<file path="src/logic/ckc_pkg.sv">
package ckc_pkg;

	localparam int ADDR_W = 4;
	localparam int DATA_W = 32;
	localparam int RATIO_W = 10;

	// Register byte offsets
	localparam logic [ADDR_W-1:0] PLL_CFG_OFFSET = 4'h4;
	localparam logic [ADDR_W-1:0] CLK_CFG_OFFSET = 4'h8;

	// Reset values
	localparam logic [31:0] PLL_CFG_RESET = 32'h24003010;
	localparam logic [31:0] CLK_CFG_RESET = 32'h00000000;

	// Writable bits; all other bits hold their reset value
	localparam logic [31:0] PLL_CFG_WR_MASK = 32'h0f437fff;
	localparam logic [31:0] CLK_CFG_WR_MASK = 32'hfffffcf3;

	// Pll configuration fields
	localparam int Q_LSB    = 24;
	localparam int SRC_BIT  = 22;
	localparam int P_LSB    = 16;
	localparam int N_LSB    = 6;
	localparam int M_LSB    = 0;
	localparam logic [31:0] Q_MASK   = 32'h0f000000;
	localparam logic [31:0] SRC_MASK = 32'h00400000;
	localparam logic [31:0] P_MASK   = 32'h00030000;
	localparam logic [31:0] N_MASK   = 32'h00007fc0;
	localparam logic [31:0] M_MASK   = 32'h0000003f;
	localparam logic [8:0]  N_MIN    = 9'h0c0;
	localparam logic [8:0]  N_MAX    = 9'h1b0;
	localparam logic [5:0]  M_MIN    = 6'h02;
	localparam logic [3:0]  Q_MIN    = 4'h2;

	// Clock configuration fields
	localparam int OUTB_SRC_LSB = 30;
	localparam int OUTB_PRE_LSB = 27;
	localparam int OUTA_PRE_LSB = 24;
	localparam int AUDIO_BIT    = 23;
	localparam int OUTA_SRC_LSB = 21;
	localparam int RTC_LSB      = 16;
	localparam int APB_HI_LSB   = 13;
	localparam int APB_LO_LSB   = 10;
	localparam int AHB_LSB      = 4;
	localparam int SWS_LSB      = 2;
	localparam int SW_LSB       = 0;
	localparam logic [1:0] SW_NOT_ALLOWED = 2'h3;

	// System clock switch takes this many cycles; clock configuration accesses wait meanwhile
	localparam logic [1:0] SWITCH_CYCLES = 2'h2;

	localparam logic [1:0] RESP_OKAY   = 2'h0;
	localparam logic [1:0] RESP_SLVERR = 2'h2;

	typedef enum logic {
		SWITCH_IDLE,
		SWITCH_BUSY
	} ckc_switch_t;

	function automatic logic [31:0] ckc_merge(input logic [31:0] old, input logic [31:0] wd, input logic [3:0] strb);
		logic [31:0] r;
		r = old;
		for (int i = 0; i < 4; i++) begin
			if (strb[i]) begin
				r[i*8 +: 8] = wd[i*8 +: 8];
			end
		end
		return r;
	endfunction

	function automatic logic [RATIO_W-1:0] ckc_out_pre_ratio(input logic [2:0] code);
		return code[2] ? RATIO_W'({code[1:0]} + 3'h2) : RATIO_W'(1);
	endfunction

	function automatic logic [RATIO_W-1:0] ckc_apb_ratio(input logic [2:0] code);
		return code[2] ? (RATIO_W'(2) << code[1:0]) : RATIO_W'(1);
	endfunction

	function automatic logic [RATIO_W-1:0] ckc_ahb_ratio(input logic [3:0] code);
		logic [RATIO_W-1:0] r;
		r = RATIO_W'(1);
		if (code[3]) begin
			r = (code[2:0] < 3'h4) ? (RATIO_W'(2) << code[1:0]) : (RATIO_W'(64) << code[1:0]);
		end
		return r;
	endfunction

endpackage

</file>
<file path="src/logic/ckc_config.sv">
// Summary of operation
// - Bits 27:24 divide VCO for 48 MHz domain; codes 0 and 1 invalid.
// - Bit 22 picks internal or external fast oscillator; writable only both PLLs off.
// - Bits 17:16 divide VCO by 2, 4, 6 or 8 for PLL output.
// - System output divider writable only while main PLL is off.
// - Bits 14:6 multiply VCO input; only 192 to 432 are valid.
// - Multiplier written only with main PLL off and by half-word or word.
// - Bits 5:0 divide PLL source before VCO; codes 0 and 1 invalid.
// - Input divider writable only while both PLLs are off.
// - Clock configuration accesses wait one or two cycles during a clock switch.
// - Bits 31:30 select clock out B source: system, audio PLL, external, PLL.
// - Bits 29:27 prescale clock out B: 0xx undivided, 1xx divide 2 to 5.
// - Bits 26:24 prescale clock out A with the same coding.
// - Bit 23 picks audio PLL or external pin for audio serial clock.
// - Bits 22:21 select clock out A: internal, slow external, fast external, PLL.
// - Bits 20:16 divide external fast oscillator for RTC; 0 and 1 no clock.
// - Bits 15:13 prescale high APB clock: 0xx undivided, 1xx by 2 to 16.
// - Bits 12:10 prescale low APB clock with the same coding.
// - New APB ratio takes effect 1 to 16 AHB cycles after the write.
// - Bits 3:2 read back the active system clock source.
// - Bits 1:0 select the system clock; code 11 is not allowed.
// - Bits 7:4 prescale AHB clock: 0xxx undivided, 1xxx by 2 to 512.
`timescale 1ns/1ns
module ckc_config (
	input  wire logic                       clk,
	input  wire logic                       rst,
	input  wire logic [ckc_pkg::ADDR_W-1:0] s_axi_awaddr,
	input  wire logic                       s_axi_awvalid,
	output logic                            s_axi_awready,
	input  wire logic [31:0]                s_axi_wdata,
	input  wire logic [3:0]                 s_axi_wstrb,
	input  wire logic                       s_axi_wvalid,
	output logic                            s_axi_wready,
	output logic [1:0]                      s_axi_bresp,
	output logic                            s_axi_bvalid,
	input  wire logic                       s_axi_bready,
	input  wire logic [ckc_pkg::ADDR_W-1:0] s_axi_araddr,
	input  wire logic                       s_axi_arvalid,
	output logic                            s_axi_arready,
	output logic [31:0]                     s_axi_rdata,
	output logic [1:0]                      s_axi_rresp,
	output logic                            s_axi_rvalid,
	input  wire logic                       s_axi_rready,
	input  wire logic                       internal_fast_osc,
	input  wire logic                       external_fast_osc,
	input  wire logic                       external_slow_osc,
	input  wire logic                       main_pll_vco,
	input  wire logic                       audio_pll_clock,
	input  wire logic                       audio_ext_clock_pin,
	input  wire logic                       main_pll_on,
	input  wire logic                       audio_pll_on,
	output logic                            pll_source_select,
	output logic [5:0]                      pll_input_divider,
	output logic [8:0]                      vco_multiplier,
	output logic                            pll_config_error,
	output logic                            pll_general_clock,
	output logic                            fortyeight_mhz_clock,
	output logic                            audio_serial_clock,
	output logic                            clock_out_a,
	output logic                            clock_out_b,
	output logic                            rtc_clock,
	output logic                            system_clock,
	output logic                            ahb_clock,
	output logic                            apb_high_clock,
	output logic                            apb_low_clock,
	output logic [1:0]                      switch_status
);
	import ckc_pkg::*;

	logic [31:0]        pll_configuration;
	logic [31:0]        clock_configuration;
	logic [ADDR_W-1:0]  wr_addr;
	logic [31:0]        wr_data;
	logic [3:0]         wr_strb;
	logic               aw_have;
	logic               w_have;
	logic [ADDR_W-1:0]  rd_addr;
	logic               ar_have;
	logic               wr_blocked;
	logic               rd_blocked;
	logic               wr_go;
	logic               rd_go;
	ckc_switch_t        switch_state;
	logic [1:0]         switch_cnt;
	logic [1:0]         switch_select;
	logic [31:0]        next_pll;
	logic [31:0]        pll_mask;
	logic [31:0]        next_clk;
	logic [31:0]        pll_read;
	logic [31:0]        clk_read;
	logic [3:0]         fortyeight_mhz_divider;
	logic [1:0]         system_output_divider;
	logic [1:0]         clock_out_b_source;
	logic [2:0]         clock_out_b_prescaler;
	logic [2:0]         clock_out_a_prescaler;
	logic               audio_clock_source;
	logic [1:0]         clock_out_a_source;
	logic [4:0]         rtc_divider;
	logic [2:0]         apb_high_prescaler;
	logic [2:0]         apb_low_prescaler;
	logic [3:0]         ahb_prescaler;
	logic               system_src;

	// Field views
	assign fortyeight_mhz_divider = pll_configuration[Q_LSB +: 4];
	assign pll_source_select      = pll_configuration[SRC_BIT];
	assign system_output_divider  = pll_configuration[P_LSB +: 2];
	assign vco_multiplier         = pll_configuration[N_LSB +: 9];
	assign pll_input_divider      = pll_configuration[M_LSB +: 6];
	assign clock_out_b_source     = clock_configuration[OUTB_SRC_LSB +: 2];
	assign clock_out_b_prescaler  = clock_configuration[OUTB_PRE_LSB +: 3];
	assign clock_out_a_prescaler  = clock_configuration[OUTA_PRE_LSB +: 3];
	assign audio_clock_source     = clock_configuration[AUDIO_BIT];
	assign clock_out_a_source     = clock_configuration[OUTA_SRC_LSB +: 2];
	assign rtc_divider            = clock_configuration[RTC_LSB +: 5];
	assign apb_high_prescaler     = clock_configuration[APB_HI_LSB +: 3];
	assign apb_low_prescaler      = clock_configuration[APB_LO_LSB +: 3];
	assign ahb_prescaler          = clock_configuration[AHB_LSB +: 4];
	assign switch_select          = clock_configuration[SW_LSB +: 2];

	// Reserved bits read their reset value
	assign pll_read = (pll_configuration & PLL_CFG_WR_MASK) | (PLL_CFG_RESET & ~PLL_CFG_WR_MASK);
	assign clk_read = (clock_configuration & CLK_CFG_WR_MASK) | {28'h0, switch_status, 2'h0}
		| (CLK_CFG_RESET & ~CLK_CFG_WR_MASK);

	// Invalid divider or multiplier codes
	always_ff @(posedge clk) begin
		if (rst) begin
			pll_config_error <= 1'b0;
		end else begin
			pll_config_error <= (fortyeight_mhz_divider < Q_MIN)
				| (vco_multiplier < N_MIN) | (vco_multiplier > N_MAX)
				| (pll_input_divider < M_MIN);
		end
	end

	// Write channel handshake; address and data taken in either order
	assign s_axi_awready = ~aw_have & ~s_axi_bvalid;
	assign s_axi_wready  = ~w_have & ~s_axi_bvalid;
	assign wr_blocked    = (wr_addr == CLK_CFG_OFFSET) && (switch_state == SWITCH_BUSY);
	assign wr_go         = aw_have & w_have & ~wr_blocked;

	always_ff @(posedge clk) begin
		if (rst) begin
			aw_have <= 1'b0;
			wr_addr <= '0;
		end else if (s_axi_awvalid && s_axi_awready) begin
			aw_have <= 1'b1;
			wr_addr <= s_axi_awaddr;
		end else if (wr_go) begin
			aw_have <= 1'b0;
		end
	end

	always_ff @(posedge clk) begin
		if (rst) begin
			w_have  <= 1'b0;
			wr_data <= '0;
			wr_strb <= '0;
		end else if (s_axi_wvalid && s_axi_wready) begin
			w_have  <= 1'b1;
			wr_data <= s_axi_wdata;
			wr_strb <= s_axi_wstrb;
		end else if (wr_go) begin
			w_have <= 1'b0;
		end
	end

	always_ff @(posedge clk) begin
		if (rst) begin
			s_axi_bvalid <= 1'b0;
			s_axi_bresp  <= RESP_OKAY;
		end else if (wr_go) begin
			s_axi_bvalid <= 1'b1;
			if (wr_addr == PLL_CFG_OFFSET || wr_addr == CLK_CFG_OFFSET) begin
				s_axi_bresp <= RESP_OKAY;
			end else begin
				s_axi_bresp <= RESP_SLVERR;
			end
		end else if (s_axi_bready) begin
			s_axi_bvalid <= 1'b0;
		end
	end

	// Locking of PLL fields while the PLLs run
	always_comb begin
		next_pll = ckc_merge(pll_configuration, wr_data, wr_strb);
		pll_mask = PLL_CFG_WR_MASK;
		if (main_pll_on || audio_pll_on) begin
			pll_mask = pll_mask & ~(SRC_MASK | M_MASK);
		end
		if (main_pll_on) begin
			pll_mask = pll_mask & ~(P_MASK | N_MASK | Q_MASK);
		end
		if (wr_strb[1:0] != 2'h3) begin
			pll_mask = pll_mask & ~N_MASK;
		end
	end

	always_ff @(posedge clk) begin
		if (rst) begin
			pll_configuration <= PLL_CFG_RESET;
		end else if (wr_go && wr_addr == PLL_CFG_OFFSET) begin
			pll_configuration <= (pll_configuration & ~pll_mask) | (next_pll & pll_mask);
		end
	end

	// Clock configuration write; a forbidden switch code keeps the old selection
	always_comb begin
		next_clk = ckc_merge(clock_configuration, wr_data, wr_strb) & CLK_CFG_WR_MASK;
		if (next_clk[SW_LSB +: 2] == SW_NOT_ALLOWED) begin
			next_clk[SW_LSB +: 2] = switch_select;
		end
	end

	always_ff @(posedge clk) begin
		if (rst) begin
			clock_configuration <= CLK_CFG_RESET;
		end else if (wr_go && wr_addr == CLK_CFG_OFFSET) begin
			clock_configuration <= next_clk;
		end
	end

	// Read channel
	assign s_axi_arready = ~ar_have & ~s_axi_rvalid;
	assign rd_blocked    = (rd_addr == CLK_CFG_OFFSET) && (switch_state == SWITCH_BUSY);
	assign rd_go         = ar_have & ~rd_blocked;

	always_ff @(posedge clk) begin
		if (rst) begin
			ar_have <= 1'b0;
			rd_addr <= '0;
		end else if (s_axi_arvalid && s_axi_arready) begin
			ar_have <= 1'b1;
			rd_addr <= s_axi_araddr;
		end else if (rd_go) begin
			ar_have <= 1'b0;
		end
	end

	always_ff @(posedge clk) begin
		if (rst) begin
			s_axi_rvalid <= 1'b0;
			s_axi_rdata  <= '0;
			s_axi_rresp  <= RESP_OKAY;
		end else if (rd_go) begin
			s_axi_rvalid <= 1'b1;
			if (rd_addr == PLL_CFG_OFFSET) begin
				s_axi_rdata <= pll_read;
				s_axi_rresp <= RESP_OKAY;
			end else if (rd_addr == CLK_CFG_OFFSET) begin
				s_axi_rdata <= clk_read;
				s_axi_rresp <= RESP_OKAY;
			end else begin
				s_axi_rdata <= '0;
				s_axi_rresp <= RESP_SLVERR;
			end
		end else if (s_axi_rready) begin
			s_axi_rvalid <= 1'b0;
		end
	end

	// System clock switch sequencer
	always_ff @(posedge clk) begin
		if (rst) begin
			switch_state  <= SWITCH_IDLE;
			switch_cnt    <= '0;
			switch_status <= 2'h0;
		end else begin
			case (switch_state)
				SWITCH_IDLE: begin
					if (switch_select != switch_status) begin
						switch_state <= SWITCH_BUSY;
						switch_cnt   <= SWITCH_CYCLES - 2'h1;
					end
				end
				SWITCH_BUSY: begin
					if (switch_cnt == 2'h0) begin
						switch_state  <= SWITCH_IDLE;
						switch_status <= switch_select;
					end else begin
						switch_cnt <= switch_cnt - 2'h1;
					end
				end
				default: switch_state <= SWITCH_IDLE;
			endcase
		end
	end

	// System clock source
	always_ff @(posedge clk) begin
		if (rst) begin
			system_src <= 1'b0;
		end else begin
			case (switch_status)
				2'h0: system_src <= internal_fast_osc;
				2'h1: system_src <= external_fast_osc;
				default: system_src <= pll_general_clock;
			endcase
		end
	end

	assign system_clock = system_src;

	always_ff @(posedge clk) begin
		if (rst) begin
			audio_serial_clock <= 1'b0;
		end else begin
			audio_serial_clock <= audio_clock_source ? audio_ext_clock_pin : audio_pll_clock;
		end
	end

	// PLL output dividers: system 2, 4, 6, 8 from code 0 to 3; 48 MHz divides by its code, codes 0 and 1 give no clock
	ckc_divider u_out_div (
		.clk     (clk),
		.rst     (rst),
		.src     (main_pll_vco),
		.ratio   (RATIO_W'({system_output_divider, 1'b0}) + RATIO_W'(2)),
		.clk_out (pll_general_clock)
	);

	ckc_divider u_q_div (
		.clk     (clk),
		.rst     (rst),
		.src     (main_pll_vco),
		.ratio   ((fortyeight_mhz_divider < Q_MIN) ? RATIO_W'(0) : RATIO_W'(fortyeight_mhz_divider)),
		.clk_out (fortyeight_mhz_clock)
	);

	ckc_divider u_rtc_div (
		.clk     (clk),
		.rst     (rst),
		.src     (external_fast_osc),
		.ratio   ((rtc_divider < 5'h2) ? RATIO_W'(0) : RATIO_W'(rtc_divider)),
		.clk_out (rtc_clock)
	);

	ckc_divider u_ahb_div (
		.clk     (clk),
		.rst     (rst),
		.src     (system_src),
		.ratio   (ckc_ahb_ratio(ahb_prescaler)),
		.clk_out (ahb_clock)
	);

	// Ratio reloads at period end, at most 16 AHB cycles later
	ckc_divider u_apb_high (
		.clk     (clk),
		.rst     (rst),
		.src     (ahb_clock),
		.ratio   (ckc_apb_ratio(apb_high_prescaler)),
		.clk_out (apb_high_clock)
	);

	ckc_divider u_apb_low (
		.clk     (clk),
		.rst     (rst),
		.src     (ahb_clock),
		.ratio   (ckc_apb_ratio(apb_low_prescaler)),
		.clk_out (apb_low_clock)
	);

	ckc_clock_out u_out_a (
		.clk           (clk),
		.rst           (rst),
		.source_select (clock_out_a_source),
		.prescaler     (clock_out_a_prescaler),
		.src0          (internal_fast_osc),
		.src1          (external_slow_osc),
		.src2          (external_fast_osc),
		.src3          (pll_general_clock),
		.clk_out       (clock_out_a)
	);

	ckc_clock_out u_out_b (
		.clk           (clk),
		.rst           (rst),
		.source_select (clock_out_b_source),
		.prescaler     (clock_out_b_prescaler),
		.src0          (system_src),
		.src1          (audio_pll_clock),
		.src2          (external_fast_osc),
		.src3          (pll_general_clock),
		.clk_out       (clock_out_b)
	);

endmodule

</file>
<file path="src/logic/ckc_divider.sv">
`timescale 1ns/1ns
module ckc_divider (
	input  wire logic                        clk,
	input  wire logic                        rst,
	input  wire logic                        src,
	input  wire logic [ckc_pkg::RATIO_W-1:0] ratio,
	output logic                             clk_out
);
	import ckc_pkg::*;

	logic                 src_q;
	logic [RATIO_W-1:0]   cnt;
	logic [RATIO_W-1:0]   cur;
	logic                 rise;

	assign rise = src & ~src_q;

	always_ff @(posedge clk) begin
		if (rst) begin
			src_q <= 1'b0;
		end else begin
			src_q <= src;
		end
	end

	// New ratio taken only at a period boundary, so no short pulse appears
	always_ff @(posedge clk) begin
		if (rst) begin
			cnt <= '0;
			cur <= RATIO_W'(1);
		end else if (rise) begin
			if (cnt + RATIO_W'(1) >= cur) begin
				cnt <= '0;
				cur <= ratio;
			end else begin
				cnt <= cnt + RATIO_W'(1);
			end
		end
	end

	// Ratio 0 gives no clock, ratio 1 passes the source through
	always_ff @(posedge clk) begin
		if (rst) begin
			clk_out <= 1'b0;
		end else if (cur == '0) begin
			clk_out <= 1'b0;
		end else if (cur == RATIO_W'(1)) begin
			clk_out <= src;
		end else begin
			clk_out <= (cnt < (cur >> 1));
		end
	end

endmodule

</file>
<file path="src/logic/ckc_clock_out.sv">
`timescale 1ns/1ns
module ckc_clock_out (
	input  wire logic       clk,
	input  wire logic       rst,
	input  wire logic [1:0] source_select,
	input  wire logic [2:0] prescaler,
	input  wire logic       src0,
	input  wire logic       src1,
	input  wire logic       src2,
	input  wire logic       src3,
	output logic            clk_out
);
	import ckc_pkg::*;

	logic selected;

	// Output pin source multiplexer
	always_ff @(posedge clk) begin
		if (rst) begin
			selected <= 1'b0;
		end else begin
			case (source_select)
				2'h0: selected <= src0;
				2'h1: selected <= src1;
				2'h2: selected <= src2;
				default: selected <= src3;
			endcase
		end
	end

	ckc_divider u_pre (
		.clk     (clk),
		.rst     (rst),
		.src     (selected),
		.ratio   (ckc_out_pre_ratio(prescaler)),
		.clk_out (clk_out)
	);

endmodule

</file>
<file path="config.mk">
export PLATFORM = sky130hd
export DESIGN_NAME = ckc_config
export DESIGN_NICKNAME = d
export VERILOG_FILES = /design/src/logic/ckc_pkg.sv /design/src/logic/ckc_config.sv /design/src/logic/ckc_divider.sv /design/src/logic/ckc_clock_out.sv
export SDC_FILE = /design/constraint.sdc
export NUM_CORES = 1
export LEC_CHECK = 0
export ABC_AREA = 1
export BUFFER_PORTS_ARGS = -buffer_cell sky130_fd_sc_hd__buf_2
export CORE_MARGIN = 5
export CORE_UTILIZATION = 64
export CTS_CLUSTER_DIAMETER = 120
export DETAILED_ROUTE_END_ITERATION = 6
export PLACE_DENSITY = 0.85
export SYNTH_ARGS = -nofsm -noshare
export SYNTH_HDL_FRONTEND = slang
export SYNTH_SLANG_ARGS = --single-unit
</file>
<file path="constraint.sdc">
create_clock -name clk -period 4.8 [get_ports clk]
set_clock_uncertainty 0.2 [all_clocks]
set_input_delay 0.96 -clock clk [delete_from_list [all_inputs] [get_ports clk]]
set_output_delay 0.96 -clock clk [all_outputs]
set_load 0.03 [all_outputs]
</file>
==> flow_summary_export.csv <==
group,metric,value,unit
grt,overflow,0,
detailed_routing,drcViolationCount,0,
worst_setup_path,worst_r2r_path_depth,10,
synthesis,synth_cell_types,47,
worst_setup_path,endpoint_kind,"flip-flop",
sta,tightestPinTransition,1000,ps
detailed_routing,dr.pass1.iters,5,
cells_and_area,final_area,14750,um2
run,drv_cap,0,
detailed_routing,dr_wl_met2,14940,um
min_path,hp-start,"wr_addr[0]$_SDFFE_PP0P_",
power_and_ir_drop,ir_worst_vdd,0.0003231,V
grt,grt_max_degree,120,
power_and_ir_drop,powerDensity,464.2,nW/um2
clock_tree,clock_latency,540,ps
sta,setup_viol,0,
min_path,hold_path_end,"wr_addr[0]$_SDFFE_PP0P_",
cells_and_area,drive_gt1_share,11.54,%
min_path,hold_depth,2,
detailed_routing,wl_met1,14720,um
place,dp_hpwl,22630,um
grt,antenna_found_initial,1,
clock_tree,cts_buffers,29,
worst_setup_path,path_max_fanout,119,
detailed_routing,routed_wl,32670,um
worst_setup_path,cp.required,5000,ps
grt,grt_util_all_layers,26.91,%
grt,grt_pass1_wl,55260,um
sta,fmax,333.5,MHz
clock_tree,postCtsSetupBuffers,0,
detailed_routing,num_vias,12350,
sta,fin_crit,2998,ps
synthesis,synth-seq-area-share,41.74,%
synthesis,syn-cell-area,13190,um2
run_status,outcome,"completed",
worst_setup_path,slowest_stage,"buf_4",
cells_and_area,area_delta_synth_final,11.83,%
detailed_routing,met3_length,2336,um
sta,slew_violations,0,
synthesis,synth-seq-cells,275,
die,die_y,153.6,um
clock_tree,cts.clk_slew.worst_paths,60,ps
place,place.gp.congestion,0.9141,
clock_tree,cts_hold_buf,0,
worst_setup_path,slowest_delay,600,ps
sta,finalCritPeriodShare,62.46,%
worst_setup_path,path_common_cell,"buf_4",
worst_setup_path,startpoint_type,"input pin",
worst_setup_path,r2r-start,"rd_addr[0]$_SDFFE_PP0P_",
grt,grt_pass1_vias,11660,
worst_setup_path,path_cells,"buf_4, clkinv_2, buf_4, o21ai_0, a21oi_1",
synthesis,synth-edff-count,0,
synthesis,synth-main-ff-cell,"dfxtp_1",
min_path,hp-class,"flip-flop to flip-flop",
clock_tree,cts_buffer_depth,3,
detailed_routing,wl_per_cell,15.06,um
clock_tree,cts.sinks,275,
die,initial_utilization,65.19,%
synthesis,yosys_warnings,0,
detailed_routing,vias_per_cell,5.693,
worst_setup_path,cp_top_family,"buffers and inverters",
detailed_routing,highest_layer,"met4",
die,die_area,23580,um2
synthesis,synth-async-reset-ratio,0,%
synthesis,synthCells,1797,
power_and_ir_drop,power_leakage,0.006386,uW
sta,setup_tns,0,ps
die,core_area,20230,um2
detailed_routing,initialDrtViolationCount,1134,
worst_setup_path,critPathLaunch,"rst",
cells_and_area,final_nets,2005,
die,die_w,153.6,um
clock_tree,root_buffer,"clkbuf_16",
worst_setup_path,cp.arrival,3200,ps
worst_setup_path,path_depth,5,
cells_and_area,final_common_cell,"nand2_1",
clock_tree,htreeDepth,1,
detailed_routing,postRouteAntennaNets,0,
cells_and_area,most-common-layout-cells,"nand2_1 (291), dfxtp_1 (275), nor2_1 (215)",
die,pin_count,129,
place,dpl_cell_area,13790,um2
sta,relSlewSlack,33.25,%
clock_tree,cts_resized,0,
sta,rsz0062_at_grt,"false",
synthesis,postSynthAreaPerCell,7.340,um2
die,rows,52,
worst_setup_path,r2r_end,"s_axi_rdata[30]$_SDFFE_PP0P_",
worst_setup_path,path_class,"input pin to flip-flop",
sta,final_hold_viol_count,0,
worst_setup_path,cp_num_buf_inv,3,
clock_tree,tritoncts,"built",
place,io_buffers,126,
worst_setup_path,r2r_setup_slack,1820,ps
[synthesized netlist by cell type, types with 3 or more instances]
library cell / instances / area, um2
clkbuf_1: 47 / 176.4
a22oi_1: 3 / 22.52
o21bai_1: 3 / 22.52
buf_1: 8 / 30.03
o21ai_1: 5 / 25.02
a221oi_1: 21 / 183.9
a21boi_0: 4 / 30.03
nand2_2: 4 / 25.02
o211ai_1: 4 / 30.03
buf_2: 9 / 45.04
a21oi_1: 166 / 830.8
dfxtp_1: 275 / 5505
nor2_2: 7 / 43.79
clkinv_1: 4 / 15.01
buf_4: 20 / 150.1
nand3_2: 9 / 90.09
buf_6: 3 / 33.78
nor2_1: 216 / 810.8
inv_1: 207 / 777.0
nand2_1: 291 / 1092
nor3_2: 4 / 40.04
ha_1: 70 / 875.8
nor4_1: 7 / 43.79
nor2_4: 3 / 33.78
nand4_1: 38 / 237.7
o21ai_0: 143 / 715.7
nand3_1: 123 / 615.6
xor2_1: 21 / 183.9
nor3_1: 51 / 255.2
o21a_1: 3 / 22.52
a211oi_1: 8 / 60.06
[worst min-delay path, cell delays in order (launching register included)]
cell,delay [ps]
dfxtp_1,300
inv_1,60
a21oi_1,50
[worst max-delay path by stage]
stage | end | slack [ps]
2_1_floorplan | u_ahb_div.cur[1]$_SDFFE_PP0P_ | 2480
6_report | clock_configuration[26]$_SDFFE_PP0P_ | 1800
4_1_cts | clock_configuration[26]$_SDFFE_PP0P_ | 1890
5_1_grt | s_axi_rdata[26]$_SDFFE_PP0P_ | 1590
3_5_place_dp | s_axi_rdata[29]$_SDFFE_PP0P_ | 1400
3_3_place_gp | s_axi_rdata[29]$_SDFFE_PP0P_ | 1410
[sequential cells by signal, summed over array words and instances (netlist names), 9 cells and up, named ones only]
register             count
s_axi_rdata             32
wr_data                 32
clock_configuration     28
u_ahb_div.cnt           10
u_apb_high.cnt          10
u_apb_low.cnt           10
u_out_a.u_pre.cnt       10
u_out_b.u_pre.cnt       10
u_out_div.cnt           10
u_q_div.cnt             10
u_rtc_div.cnt           10
u_ahb_div.cur            9
[cells by family (layout without fill, tap and decap cells)]
logic type                 count (synthesis)  after routing  synth area share (%)
adders and majority gates                 70             70                 6.640
other                                      1              3               0.02843
buffers and inverters                    299            399                 9.410
xor gates and xnor gates                  23             23                 1.527
AOI/OAI and AO/OA                        369            369                 15.29
and+or+nand+nor                          760            760                 25.37
DFF                                      275            275                 41.74
[report_power, final]
| part | leakage [uW] | switching (uW) | internal [uW] |
|---|---|---|---|
| clock | 0.000475 | 917 | 1310 |
| sequential | 0.00224 | 195 | 2510 |
| combinational | 0.00367 | 1310 | 614 |
[stage by stage]
stage	instances	setup slack, ps	hold WS [ps]	util [%]	power, uW
finish	2169	1802	251.8	72.90	6847
global route	2169	1586	275.4	72.90	7262
detailed placement	2115	1404	245.9	68.14	4621
CTS	2168	1886	254.7	72.89	6841
global placement	2115	1415	239.1	68.14	4538
floorplan	1798	2482	225.2	-	4235
[area by class of cell]
type	count	area, um2
Antenna cell	1	2.502
Clock buffer	37	815.8
Clock inverter	16	145.1
Fill cell	1541	5484
Inverter	211	793.3
Multi-Input combinational cell	1224	6450
Sequential cell	275	5505
Tap cell	270	337.8
Timing Repair Buffer	135	700.7
[per-layer routing]
layer  track usage, %  vias to the layer above
met2            43.74                      438
li1                 -                     6115
met4            7.191                        0
met3            3.879                       59
met5                0                        -
met1            37.82                     5736
Note: power is estimated with default switching activity, not from simulation.
